File: config.mk
export PLATFORM = sky130hd
export DESIGN_NAME = interval_timers_baud_clock
export DESIGN_NICKNAME = d
export VERILOG_FILES = /design/src/design/timer_pkg.sv /design/src/design/timer_channel.sv /design/src/design/interval_timers_baud_clock.sv
export SDC_FILE = /design/constraint.sdc
export NUM_CORES = 1
export LEC_CHECK = 0
export CAP_MARGIN = 20
export CORE_ASPECT_RATIO = 0.5
export CORE_MARGIN = 4
export CORE_UTILIZATION = 69
export DETAILED_ROUTE_END_ITERATION = 7
export DONT_BUFFER_PORTS = 1
export PLACE_DENSITY = 0.85
export SLEW_MARGIN = 20
export SYNTH_ARGS = -nofsm -noshare
export SYNTH_HDL_FRONTEND = slang
export SYNTH_SLANG_ARGS = --single-unit
File: constraint.sdc
create_clock -name clk_in -period 8.7 [get_ports clk_in]
set_clock_uncertainty 0.05 [all_clocks]
set_input_delay 0.435 -clock clk_in [delete_from_list [all_inputs] [get_ports clk_in]]
set_output_delay 0.435 -clock clk_in [all_outputs]
set_load 0.005 [all_outputs]
File: src/design/timer_pkg.sv
// Shared constants for the three-channel interval timer block
package timer_pkg;
   localparam int CHANNELS = 3;
   localparam int COUNT_W = 16;
   localparam logic [15:0] COUNT_RESET = 16'h0000;
   localparam logic [1:0] BAUD_CHANNEL = 2'h2;
   // Function codes, one of seven per channel
   localparam logic [2:0] FN_TC_IRQ = 3'h0;
   localparam logic [2:0] FN_ONE_SHOT = 3'h1;
   localparam logic [2:0] FN_RATE = 3'h2;
   localparam logic [2:0] FN_SQUARE = 3'h3;
   localparam logic [2:0] FN_SW_STROBE = 3'h4;
   localparam logic [2:0] FN_HW_STROBE = 3'h5;
   localparam logic [2:0] FN_EVENT = 3'h6;
   localparam logic [2:0] FN_RESET = FN_TC_IRQ;
   // Route strap field positions
   localparam int ROUTE_IRQ_BIT = 0;
   localparam int ROUTE_PORT_BIT = 1;
   localparam int ROUTE_EXTCLK_BIT = 2;
   localparam int ROUTE_PORTGATE_BIT = 3;
endpackage

File: src/design/timer_channel.sv
// One 16-bit counter channel with binary or decimal counting
`timescale 1ns/100ps
`default_nettype none
module timer_channel
   import timer_pkg::*;
(
   input wire logic clk_in, // system clock
   input wire logic rst_n_in, // sync reset, active low
   input wire logic [2:0] func_in, // selected function
   input wire logic bcd_in, // 1: decimal counting
   input wire logic load_in, // load pulse
   input wire logic [15:0] load_value_in, // count N
   input wire logic tick_in, // count enable pulse
   input wire logic gate_in, // gate level
   input wire logic trig_in, // trigger rising-edge pulse
   input wire logic sw_trig_in, // software trigger pulse
   output logic [15:0] count_out, // live count
   output logic out_out, // channel output
   output logic tc_out // terminal count pulse
);
   typedef struct packed {
      logic [15:0] count;
      logic [15:0] reload;
      logic out;
      logic armed;
      logic tc;
   } ch_state_t;

   ch_state_t s_q, s_d;
   logic [15:0] dec;
   logic zero_next;

   // Decimal decrement per nibble, wraps 0000 to 9999
   function automatic logic [15:0] bcd_dec(input logic [15:0] v);
      logic [15:0] r;
      logic borrow;
      r = v;
      borrow = 1'b1;
      for (int i = 0; i < 4; i++) begin
         if (borrow) begin
            if (v[i*4 +: 4] == 4'h0) begin
               r[i*4 +: 4] = 4'h9;
            end else begin
               r[i*4 +: 4] = v[i*4 +: 4] - 4'h1;
               borrow = 1'b0;
            end
         end
      end
      return r;
   endfunction

   assign dec = bcd_in ? bcd_dec(s_q.count) : s_q.count - 16'h0001;
   assign zero_next = (dec == 16'h0000);

   always_comb begin
      s_d = s_q;
      s_d.tc = 1'b0;
      if (load_in) begin
         s_d.count = load_value_in;
         s_d.reload = load_value_in;
         // Interrupt-style functions start low so terminal count shows
         s_d.out = (func_in != FN_TC_IRQ) && (func_in != FN_EVENT);
         s_d.armed = (func_in != FN_ONE_SHOT) && (func_in != FN_HW_STROBE);
      end else begin
         if ((func_in == FN_ONE_SHOT) && (trig_in || sw_trig_in)) begin
            s_d.count = s_q.reload;
            s_d.out = 1'b0;
            s_d.armed = 1'b1;
         end else if ((func_in == FN_HW_STROBE) && trig_in) begin
            s_d.count = s_q.reload;
            s_d.out = 1'b1;
            s_d.armed = 1'b1;
         end else if (tick_in && gate_in && s_q.armed) begin
            s_d.count = dec;
            case (func_in)
               FN_TC_IRQ, FN_EVENT: begin
                  if (zero_next) begin
                     s_d.out = 1'b1;
                     s_d.tc = 1'b1;
                  end
               end
               FN_ONE_SHOT: begin
                  if (zero_next) begin
                     s_d.out = 1'b1;
                     s_d.tc = 1'b1;
                     s_d.armed = 1'b0;
                  end
               end
               FN_RATE: begin
                  s_d.out = 1'b1;
                  if (dec == 16'h0001) begin
                     s_d.out = 1'b0;
                  end else if (zero_next) begin
                     s_d.count = s_q.reload;
                     s_d.tc = 1'b1;
                  end
               end
               FN_SQUARE: begin
                  // high first half, low second half when counting binary
                  if (zero_next) begin
                     s_d.count = s_q.reload;
                     s_d.out = 1'b1;
                     s_d.tc = 1'b1;
                  end else if (dec == (s_q.reload >> 1)) begin
                     s_d.out = 1'b0;
                  end
               end
               FN_SW_STROBE, FN_HW_STROBE: begin
                  // low for one tick at N counts
                  s_d.out = 1'b1;
                  if (zero_next) begin
                     s_d.out = 1'b0;
                     s_d.tc = 1'b1;
                     s_d.armed = 1'b0;
                  end
               end
               default: begin
                  s_d.out = 1'b1;
               end
            endcase
         end else if (tick_in && !s_q.out &&
                      ((func_in == FN_SW_STROBE) ||
                       (func_in == FN_HW_STROBE))) begin
            s_d.out = 1'b1;
         end
      end
   end

   always_ff @(posedge clk_in) begin
      if (!rst_n_in) begin
         s_q <= '{count: COUNT_RESET, reload: COUNT_RESET,
                  out: 1'b0, armed: 1'b0, tc: 1'b0};
      end else begin
         s_q <= s_d;
      end
   end

   assign count_out = s_q.count;
   assign out_out = s_q.out;
   assign tc_out = s_q.tc;
endmodule
`default_nettype wire

File: src/design/interval_timers_baud_clock.sv
// Three independent interval timers; channel two makes the bit-rate clock
// Notes on behaviour
// - Three independent 16-bit timers; only channels 0 and 1 can count external events
// - Each channel counts binary or decimal
// - Two general channels with strap-routed gates
// - General outputs routed to interrupt and port
// - Third channel makes the serial bit clock
// - Host picks one of seven functions per channel
// - Host reads any live count anytime
// - Terminal count raises an interrupt request
// - One-shot low on trigger, high at end
// - Rate generator: one low tick per N
// - Square wave: half high, half low when counting binary
`timescale 1ns/100ps
`default_nettype none
module interval_timers_baud_clock
   import timer_pkg::*;
(
   input wire logic clk_in, // system clock, 10 MHz
   input wire logic rst_n_in, // sync reset, active low
   input wire logic ref_tick_in, // reference clock tick pulse
   input wire logic [1:0] cfg_chan_in, // channel being configured
   input wire logic cfg_we_in, // function/mode write strobe
   input wire logic [2:0] cfg_func_in, // function code
   input wire logic cfg_bcd_in, // 1: decimal counting
   input wire logic load_we_in, // count load strobe
   input wire logic [15:0] load_value_in, // count N
   input wire logic sw_trig_in, // software trigger pulse
   input wire logic [1:0] rd_chan_in, // channel to read
   output logic [15:0] rd_count_out, // read count, one cycle late
   input wire logic [3:0] route0_in, // routing straps, channel 0
   input wire logic [3:0] route1_in, // routing straps, channel 1
   input wire logic [1:0] ext_gate_in, // external gate levels
   input wire logic [1:0] ext_event_in, // external event/trigger levels
   input wire logic [1:0] port_bit_in, // parallel-port gate bits
   output logic [1:0] irq_out, // interrupt request levels
   output logic [1:0] port_out, // outputs to port terminations
   output logic baud_clk_out // serial bit-rate clock
);
   typedef struct packed {
      logic [CHANNELS-1:0][2:0] func;
      logic [CHANNELS-1:0] bcd;
      logic [1:0] ev_prev;
      logic [15:0] rd;
      logic [1:0] irq;
      logic [1:0] port;
      logic baud;
   } top_state_t;

   top_state_t t_q, t_d;
   logic [CHANNELS-1:0] ld, tick, gate, trig, ch_out;
   logic [CHANNELS-1:0][15:0] cnt;
   logic [1:0][3:0] route;
   logic [1:0] ev_rise;

   assign route[0] = route0_in;
   assign route[1] = route1_in;
   assign ev_rise = ext_event_in & ~t_q.ev_prev;

   // strap-selected clock, gate and trigger sources
   always_comb begin
      for (int i = 0; i < 2; i++) begin
         tick[i] = route[i][ROUTE_EXTCLK_BIT] ? ev_rise[i] : ref_tick_in;
         gate[i] = route[i][ROUTE_PORTGATE_BIT] ? port_bit_in[i]
                                                : ext_gate_in[i];
         trig[i] = route[i][ROUTE_EXTCLK_BIT] ? 1'b0 : ev_rise[i];
      end
      tick[BAUD_CHANNEL] = ref_tick_in;
      gate[BAUD_CHANNEL] = 1'b1;
      trig[BAUD_CHANNEL] = 1'b0;
   end

   genvar g;
   generate
      for (g = 0; g < CHANNELS; g++) begin : g_ch
         assign ld[g] = load_we_in && (cfg_chan_in == 2'(g));
         timer_channel u_ch (
            .clk_in(clk_in),
            .rst_n_in(rst_n_in),
            .func_in(t_q.func[g]),
            .bcd_in(t_q.bcd[g]),
            .load_in(ld[g]),
            .load_value_in(load_value_in),
            .tick_in(tick[g]),
            .gate_in(gate[g]),
            .trig_in(trig[g]),
            .sw_trig_in(sw_trig_in && (cfg_chan_in == 2'(g))),
            .count_out(cnt[g]),
            .out_out(ch_out[g]),
            .tc_out()
         );
      end
   endgenerate

   always_comb begin
      t_d = t_q;
      t_d.ev_prev = ext_event_in;
      // function applied to addressed channel only
      if (cfg_we_in && (cfg_chan_in < 2'(CHANNELS)) &&
          (cfg_func_in <= FN_EVENT)) begin
         t_d.func[cfg_chan_in] = cfg_func_in;
         t_d.bcd[cfg_chan_in] = cfg_bcd_in;
      end
      // live count readable at any time
      t_d.rd = (rd_chan_in < 2'(CHANNELS)) ? cnt[rd_chan_in] : 16'h0000;
      for (int i = 0; i < 2; i++) begin
         t_d.irq[i] = route[i][ROUTE_IRQ_BIT] & ch_out[i];
         t_d.port[i] = route[i][ROUTE_PORT_BIT] & ch_out[i];
      end
      // channel two drives the bit clock
      t_d.baud = ch_out[BAUD_CHANNEL];
   end

   always_ff @(posedge clk_in) begin
      if (!rst_n_in) begin
         t_q <= '{func: {CHANNELS{FN_RESET}}, bcd: '0, ev_prev: 2'h0,
                  rd: COUNT_RESET, irq: 2'h0, port: 2'h0, baud: 1'b0};
      end else begin
         t_q <= t_d;
      end
   end

   assign rd_count_out = t_q.rd;
   assign irq_out = t_q.irq;
   assign port_out = t_q.port;
   assign baud_clk_out = t_q.baud;
endmodule
`default_nettype wire

== After elaboration in Yosys (flattened, before gate mapping) ==
Cells that the tools add are included.

* Input port bits: 44
* Register bits after elaboration: 137
* Logic and storage cells: 307

* Reductions and logical operators: 86
* Multiplexer cells: 123
* $add $sub $neg: 15
* Eq/ne operators: 50
* $lt $le $gt $ge: 6
* Bitwise operators: 6

{| class="wikitable"
|+ Operators by type and width
! operator !! count
|-
| $mux W16 || 21
|-
| $pmux W16 S2 || 3
|-
| $mux W4 || 21
|-
| $eq A16 B1 Y1 const B || 3
|-
| $eq A16 B15 Y1 || 3
|-
| $logic_not A16 Y1 || 3
|-
| $logic_not A4 Y1 || 12
|-
| $sub A16 B1 Y16 const B || 3
|-
| $sub A4 B1 Y4 const B || 12
|-
| $mux W1 || 46
|-
| $bmux W16 S2 || 1
|-
| $logic_and A1 B1 Y1 || 31
|-
| $eq A3 B3 Y1 const B || 9
|-
| $reduce_and A4 Y1 || 6
|-
| $mux W2 || 11
|-
| $mux W3 || 7
|-
| $reduce_bool A5 Y1 || 4
|-
| $eq A3 B2 Y1 const B || 6
|-
| $ne A3 B3 Y1 const B || 6
|-
| $reduce_bool A4 Y1 || 4
|-
| $ne A5 B3 Y1 const B || 3
|-
| $pmux W1 S5 || 3
|-
| $ne A7 B3 Y1 const B || 2
|-
| $ne A6 B2 Y1 const B || 2
|-
| 31 further kinds || 64
|}

== Longest topological paths before layout ==
Gate-level depths: netlist of run 1.

* Depth after elaboration: 14
* Gate-level depth with buffers: 14
* Mapped depth without buffers: 11

== Cells and area by module ==
From an unflattened synthesis of run 1, not the netlist that was laid out.

* Cells, all modules: 1418
* Area total of the unflattened synthesis: 10928.0 µm²

{| class="wikitable"
|+ Modules (own cells, without submodules)
! module !! instances !! seq. area each (µm²) !! area an instance (µm²) !! cells each
|-
| timer_channel (g_ch[1].u_ch ...) || 2 || 700.7 || 3052.9 || 405
|-
| timer_channel (g_ch[0].u_ch) || 1 || 700.7 || 3047.9 || 420
|-
| interval_timers_baud_clock || 1 || 700.7 || 1774.2 || 188
|}

== Worst setup path before layout of run 1 ==
OpenSTA, ideal clock, no wires.

* Path kind: flip-flop to flip-flop
* Start: register g_ch[2].u_ch.s_q (netlist bit g_ch[2].u_ch.count_out[0])
* End: register g_ch[2].u_ch.s_q (netlist bit g_ch[2].u_ch.count_out[11])
* Clock period less this slack: 3.796 ns
* Library setup time: 0.081 ns
* Arrival: 3.666 ns
* Stages on the path, launching flop included: 14
* Buffers on the path: 2
* Slack: 4.904 ns
* Data required time: 8.569 ns
* Cell sequence: dfxtp_1 -> clkbuf_1 -> inv_1 -> ha_1 -> or4b_1 -> clkbuf_1 -> nor3_1 -> mux2i_1 -> nand3_1 -> or4_4 -> nor4_4 -> a21oi_1 -> or4_1 -> a41oi_1

* Longest elaborated chain between the ends: 13

{| class="wikitable"
|+ Ends and longest elaborated chain
! what !! RTL line !! text
|-
| start, declared || timer_channel.sv:29 || <nowiki>ch_state_t s_q, s_d;</nowiki>
|-
| start signal, assigned || timer_channel.sv:131 || <nowiki>s_q <= '{count: COUNT_RESET, reload: COUNT_RESET,</nowiki>
|-
| branches (longest 5 deep; another with $sub A16 B1 Y16) || - ||
|-
| $mux W16 * || timer_channel.sv:52 || <nowiki>assign dec = bcd_in ? bcd_dec(s_q.count) : s_q.count - 16'h0001;</nowiki>
|-
| $logic_not A16 Y1 || timer_channel.sv:53 || <nowiki>assign zero_next = (dec == 16'h0000);</nowiki>
|-
| $mux W16 || timer_channel.sv:93, timer_channel.sv:100 ||
|-
| $mux W16 || timer_channel.sv:91 || <nowiki>if (dec == 16'h0001) begin</nowiki>
|-
| $pmux W16 S2 * || timer_channel.sv:75 || <nowiki>case (func_in)</nowiki>
|-
| $mux W16 * || timer_channel.sv:73 || <nowiki>end else if (tick_in && gate_in && s_q.armed) begin</nowiki>
|-
| $mux W16 * || timer_channel.sv:65 || <nowiki>if ((func_in == FN_ONE_SHOT) && (trig_in || sw_trig_in)) begin</nowiki>
|-
| $mux W16 * || timer_channel.sv:58 || <nowiki>if (load_in) begin</nowiki>
|}

Every way passes the cells marked *. The select of a mux whose other input is x is not followed.
A chain may end at the register's enable or synchronous reset.

== Worst setup path after layout of run 1 ==
Ends and elaborated chain as after synthesis.

==> run metrics, run 1 <==
largest net degree at the start of global routing=106; DP Wirelength=21.7 mm; Die Y=90.7 µm; drt first pass iters=6; Antenna Cells=0; die width=173 µm; PwrDens=195 mW/mm²; Hold Path Origin=ext_event_in[0]; DR DRC count=0; Seq cells post-synth=137; switching power share of the total=33.4%; register share of total power=37.9%; filler cell count=973; initial antenna violation count=2; Setup TNS=0 ns; Layout area overhead=3.32%; GRT Total Usage=37.2%; fin. max-slew vios=0; die area=0.0157 mm²; RR Startpoint=g_ch[2].u_ch.count_out[0]; mean post-synth cell area=7.51 µm²; Via Count=9513; Reg2Reg Capture Point=g_ch[2].u_ch.count_out[11]; fmax=0.230 GHz; CP Capture Type=register; CTS tree=done; quantity of gates resized following cts=0; Metal-1 WL=12.1 mm; min cycle time layout=4.34 ns; cell count of the worst hold path=1; Rows=29; uppermost routed layer=met5; most common cell after layout, fill and taps aside=nand2_1; status=completed; vias in the first global route=8548; first-pass GRT wire length=47.5 mm; crit-path max FO=15; Cell Area, Synth=0.00943 mm²; Max-Cap Viols=0; Yosys cell types=77; most frequent cells in the layout=nand2_1 (177), dfxtp_1 (137), a21oi_1 (95); nets=1218; I/O Buffers=0; Post-DRT Antenna Nets=0; critical path required time=8.99 ns; clk slew on worst S/H paths=0.06 ns; Slew @ Worst Pin=1.09 ns; P_int=0.00127 W; flop2flop setup slack=4.36 ns; count of final setup violators=0; H-tree level count=4; Root Buffer=clkbuf_16; Final Cycle Share=49.9%; Startpoint Class=register; sequential share of the synthesized area=29.1%; hold worst-path end=t_q[21]; Post-Route WL=30.2 mm; clock group share of total power=36.6%; critical path data arrival time=4.63 ns; Post-CTS Setup Inserts=0; multi-input logic area=0.00609 mm²; Initial Util=72.4%; hold_buf cts=0; final hold violation count=0; Most used DFF post-synth=dfxtp_1; Num CTS Buffers=17; Logic pwr share=25.6%; DR WL/cell=22.3 µm; number of flops mapped to enable cells by yosys=0; Leakage Power=3.70 nW; final global-route overflow total=0; Synth Net Count=1304; post-layout util=74.8%; asr flop ratio synth=0%; FF-to-FF path depth=12; Syn Inst Count=1256; Placer Congestion=1.07; slew margin rel.=27.2%; WL met3=3.98 mm; met2 wire length=13.2 mm; number of top-level pins=65; Iteration-0 DRC Markers=1442; Worst-Skew Late Latency=0.42 ns; core area=0.0130 mm²; WHS=0.0923 ns; unrepaired setup endpoints after global routing=no; Ys Warns=0; Bufs on Longest Clock Path=2; Setup CP Type=register to register; Psw=0.000635 W; share of cells above drive strength 1=6.00%; Peak supply drop=0.100 mV; via/cell ratio=7.03; FF/Latch Area=0.00274 mm²; Hold Path Class=input port to register; # clock sinks=137
-- registers in the layout, summed over array words and instances, names as in the netlist --
| name | cells |
|---|---|
| irq_out | 2 |
| g_ch.u_ch.s_q | 51 |
| baud_clk_out | 1 |
| g_ch.u_ch.count_out | 48 |
| g_ch.u_ch.out_out | 3 |
| port_out | 2 |
| t_q | 14 |
| rd_count_out | 16 |
-- power by group through the flow --
stage	logic, W	registers, W	clock network (W)
global route	0.000529	0.000724	0.000725
CTS	0.000475	0.000716	0.000692
floorplan	0.000413	0.000691	0
detailed placement	0.000468	0.000729	0
finish	0.000486	0.000720	0.000695
global placement	0.000461	0.000728	0
-- layer usage --
metal,global-route usage (%),up-vias
met3,9.95,79
met1,51.0,4492
li1,-,4320
met2,56.6,618
met5,0,-
met4,13.0,4
-- final cells by class --
| type | count | share of cell area [%] |
|---|---|---|
| Inverter | 27 | 1.04 |
| Sequential cell | 137 | 28.1 |
| Multi-Input combinational cell | 982 | 62.5 |
| Tap cell | 170 | 2.18 |
| Clock buffer | 19 | 4.55 |
| Timing Repair Buffer | 5 | 0.385 |
| Clock inverter | 13 | 1.23 |
-- Yosys cell counts, drive strengths merged, types with 5 or more instances --
cell    number  area share, %
nand2      177            7.0
dfxtp      137             29
a21oi       95            5.0
nor2        81            3.3
o21ai       81            4.3
clkbuf      78            3.1
mux2i       42            4.5
xnor2       40            3.7
a21boi      39            3.1
and2        36            2.4
nor2b       36            2.4
nand3       34            1.8
buf         32            2.2
inv         27            1.1
o211ai      26            2.1
nor3        24            1.3
xor2        24            2.2
nor4        18            1.5
o211a       15            1.6
a211oi      14            1.1
o22ai       14           0.93
nand2b      13           0.86
or4         13            1.3
and3        11           0.73
a211o       10           0.93
nor3b       10           0.80
or3         10           0.66
a31oi        9           0.60
or2          9           0.60
a22oi        8           0.64
o31ai        8           0.64
nand4        6           0.40
a21o         5           0.40
a221oi       5           0.46
mux2         5           0.60
-- per-stage QoR --
stage	instances	cell area [µm²]	setup slack [ns]	total power, W
5_1_grt	1353	9740	4.15	0.00198
4_1_cts	1353	9740	4.43	0.00188
3_5_place_dp	1321	9180	4.45	0.00120
6_report	1353	9740	4.36	0.00190
2_1_floorplan	1256	9430	4.90	0.00110
3_3_place_gp	1321	9180	4.57	0.00119
-- cell families (layout without fill, tap and decap cells) --
| logic type | Yosys count | after routing | share of synthesized area (%) |
|---|---|---|---|
| AND/OR/NAND/NOR | 493 | 493 | 26.7 |
| AO/OA/AOI/OAI | 374 | 374 | 26.3 |
| flip-flops | 137 | 137 | 29.1 |
| buffers and inverters | 137 | 64 | 6.38 |
| XOR/XNOR | 64 | 64 | 5.94 |
| multiplexers | 47 | 47 | 5.05 |
| adder cells (fa/ha/maj) | 4 | 4 | 0.531 |
-- critical path, cell delays in order, from the launching register on --
cell     delay [ns]
dfxtp_1        0.41
inv_1          0.12
ha_1           0.27
or4b_1         0.62
nor3_1         0.55
mux2i_1        0.30
nand3_1        0.15
or4_4          0.61
nor4_4         0.14
buf_4          0.24
a21oi_1        0.09
or4_1          0.43
a41oi_1        0.24
-- worst max-delay path by stage --
stage / startpoint / to / slack (ns) / cells after the start
floorplan: g_ch[2].u_ch.count_out[0] / g_ch[2].u_ch.count_out[11] / 4.90 / 13
global placement: g_ch[2].u_ch.count_out[0] / g_ch[2].u_ch.count_out[11] / 4.57 / 12
detailed placement: g_ch[2].u_ch.count_out[0] / g_ch[2].u_ch.count_out[11] / 4.45 / 12
CTS: g_ch[2].u_ch.count_out[0] / g_ch[2].u_ch.count_out[11] / 4.43 / 12
global route: g_ch[2].u_ch.count_out[0] / g_ch[2].u_ch.count_out[11] / 4.15 / 12
finish: g_ch[2].u_ch.count_out[0] / g_ch[2].u_ch.count_out[11] / 4.36 / 12
Note: power is estimated with default switching activity, not from simulation.
==> run 2: changes to the inputs <==
--- a/config.mk
+++ b/config.mk
@@ -8,10 +8,10 @@
 export CAP_MARGIN = 20
 export CORE_ASPECT_RATIO = 0.5
 export CORE_MARGIN = 4
-export CORE_UTILIZATION = 69
+export CORE_UTILIZATION = 59
 export DETAILED_ROUTE_END_ITERATION = 7
 export DONT_BUFFER_PORTS = 1
-export PLACE_DENSITY = 0.85
+export PLACE_DENSITY = 0.78
 export SLEW_MARGIN = 20
 export SYNTH_ARGS = -nofsm -noshare
 export SYNTH_HDL_FRONTEND = slang
==> constraint.sdc (replaced) <==
create_clock -name clk_in -period 3.7 [get_ports clk_in]
set_clock_uncertainty 0.05 [all_clocks]
set_input_delay 0.185 -clock clk_in [delete_from_list [all_inputs] [get_ports clk_in]]
set_output_delay 0.185 -clock clk_in [all_outputs]
set_load 0.005 [all_outputs]
==> run metrics, run 2 (same netlist as run 1, synthesis figures left out) <==
status=completed (unchanged); DP Wirelength=23.4 mm (was 21.7 mm); number of top-level pins=65 (unchanged); Reg2Reg Capture Point=g_ch[2].u_ch.count_out[11] (unchanged); Post-Route WL=32.6 mm (was 30.2 mm); max FFs per register=51 (unchanged); Peak supply drop=0.320 mV (was 0.100 mV); fmax=0.281 GHz (was 0.230 GHz); I/O Buffers=0 (unchanged); crit-path max FO=7 (was 15); DP Cell Count=1407 (was 1321); Bufs on Longest Clock Path=2 (unchanged); cell count of the worst hold path=3 (was 1); PwrDens=453 mW/mm² (was 195 mW/mm²); nets=1303 (was 1218); slew margin rel.=27.4% (was 27.2%); Leakage Power=4.14 nW (was 3.70 nW); Iteration-0 DRC Markers=1239 (was 1442); first-pass GRT wire length=50.2 mm (was 47.5 mm); Die Y=97.4 µm (was 90.7 µm); Antenna Cells=0 (unchanged); # clock sinks=137 (unchanged); CP Capture Type=register (unchanged); core area=0.0155 mm² (was 0.0130 mm²); Startpoint Class=register (unchanged); DR WL/cell=22.2 µm (was 22.3 µm); Post-DRT Antenna Nets=0 (unchanged); Num CTS Buffers=17 (unchanged); most common cell after layout, fill and taps aside=nand2_1 (unchanged); Rows=32 (was 29); initial antenna violation count=1 (was 2); Layout area overhead=12.7% (was 3.32%); die area=0.0182 mm² (was 0.0157 mm²); final setup margin=0.138 ns (was 4.36 ns); Top reg by flops=g_ch.u_ch.s_q (unchanged); vias in the first global route=9071 (was 8548); Worst-Skew Late Latency=0.42 ns (about the same); Slew @ Worst Pin=1.09 ns (about the same); most frequent cells in the layout=nand2_1 (177), dfxtp_1 (136), a21oi_1 (95) (was nand2_1 (177), dfxtp_1 (137), a21oi_1 (95)); Root Buffer=clkbuf_16 (unchanged); Setup CP Type=register to register (unchanged); Via Count=9854 (was 9513); Hold Path Class=input port to register (unchanged); Final Cycle Share=96.3% (was 49.9%); die width=187 µm (was 173 µm); drt first pass iters=6 (unchanged); flop2flop setup slack=0.14 ns (was 4.36 ns); largest net degree at the start of global routing=102 (was 106); min cycle time layout=3.56 ns (was 4.34 ns); final hold violation count=0 (unchanged); Initial Util=60.7% (was 72.4%); hold worst-path end=t_q[28] (was t_q[21]); Placer Congestion=0.956 (was 1.07); pre-CTS setup slack=0.116 ns (was 4.45 ns); FF-to-FF path depth=13 (was 12); final global-route overflow total=0 (unchanged); critical path data arrival time=3.84 ns (was 4.63 ns); RR Startpoint=g_ch[2].u_ch.count_out[1] (was g_ch[2].u_ch.count_out[0]); fin. max-slew vios=0 (unchanged); critical path required time=3.98 ns (was 8.99 ns); Hold Path Origin=cfg_chan_in[1] (was ext_event_in[0]); Max-Cap Viols=0 (unchanged); via/cell ratio=6.69 (was 7.03); H-tree level count=4 (unchanged); CTS tree=done (unchanged); share of cells above drive strength 1=10.5% (was 6.00%); clk slew on worst S/H paths=0.06 ns (about the same); count of final setup violators=0 (unchanged); final std cells w/o fill=1472 (was 1353); DR DRC count=0 (unchanged); GRT Total Usage=34.3% (was 37.2%)
==> run 2: cell count changes in the layout (fill, tap and decap cells not counted), moves of 2 or more <==
cell,delta
buf_4,+54
dlygate4sd3_1,+30
clkinv_2,-3
bufinv_16,+2
clkbuf_1,+2
clkinvlp_4,-2
inv_6,+2
==> run 2: where the power goes <==
part / switching, W / leakage [nW] / total [W] / internal [W]
registers: 0.000104 / 1.12 / 0.00165 / 0.00155
clock network: 0.000698 / 0.282 / 0.00177 / 0.00107
logic: 0.000791 / 2.74 / 0.00140 / 0.000605
total: 0.00159 / 4.14 / 0.00482 / 0.00323
==> run 2: stage by stage <==
step / util, % / power (W) / hold slack [ns] / area (µm²) / TNS [ns]
4_1_cts: 67.9 / 0.00476 / 0.0000626 / 10500 / 0
5_1_grt: 68.4 / 0.00501 / 0.0232 / 10600 / -0.00459
6_report: 68.4 / 0.00482 / 0.00916 / 10600 / 0
2_1_floorplan: - / 0.00260 / 0.257 / 9440 / 0
3_5_place_dp: 61.9 / 0.00294 / 0.262 / 9620 / 0
3_3_place_gp: 61.9 / 0.00293 / 0.258 / 9620 / 0
==> run 2: cell type report <==
type,instances,area (µm²)
clock buffers,20,437
inverters,27,101
well taps,204,255
repair buffers,90,771
fillers,1299,4910
flip-flops and latches,137,2740
multi-input cells,982,6150
clock inverters,12,165
==> run 2: worst max-delay path by stage <==
| stage | endpoint | start | depth (start not counted) | slack (ns) |
|---|---|---|---|---|
| final | g_ch[2].u_ch.count_out[11] | g_ch[2].u_ch.count_out[1] | 13 | 0.14 |
| after global routing | g_ch[2].u_ch.count_out[11] | g_ch[2].u_ch.count_out[1] | 11 | -0.005 |
| after CTS | g_ch[2].u_ch.count_out[11] | g_ch[2].u_ch.count_out[1] | 12 | 0.03 |
| after detailed placement | g_ch[2].u_ch.count_out[11] | g_ch[2].u_ch.count_out[1] | 12 | 0.12 |
| after global placement | g_ch[2].u_ch.count_out[11] | g_ch[2].u_ch.count_out[8] | 9 | 0.14 |
| after floorplan | g_ch[2].u_ch.count_out[11] | g_ch[2].u_ch.count_out[0] | 13 | 0.05 |
==> run 2: metal layers <==
| layer | routed length [µm] | track usage, % | vias up |
|---|---|---|---|
| li1 | - | - | 4505 |
| met1 | 13800 | 47.1 | 4660 |
| met2 | 13900 | 52.1 | 599 |
| met3 | 4060 | 10.2 | 88 |
| met4 | 855 | 10.6 | 2 |
| met5 | 7 | 0 | - |
==> run 2: critical path, stage by stage (launching register included) <==
cell      delay [ns]
dfxtp_2         0.40
inv_1           0.06
ha_1            0.20
buf_4           0.17
nor4b_2         0.17
buf_4           0.16
o211a_1         0.16
mux2i_4         0.21
nand4b_1        0.17
or4_4           0.57
nor4_4          0.34
a21oi_1         0.12
or4_1           0.44
a41oi_1         0.25
==> run 2: what timing repair did <==
action,in CTS,in global routing
resized for setup,0,11
setup buffers,0,2
hold buffers,31,0
hold endpoints to repair,129,0
endpoints found under the setup margin,0,21
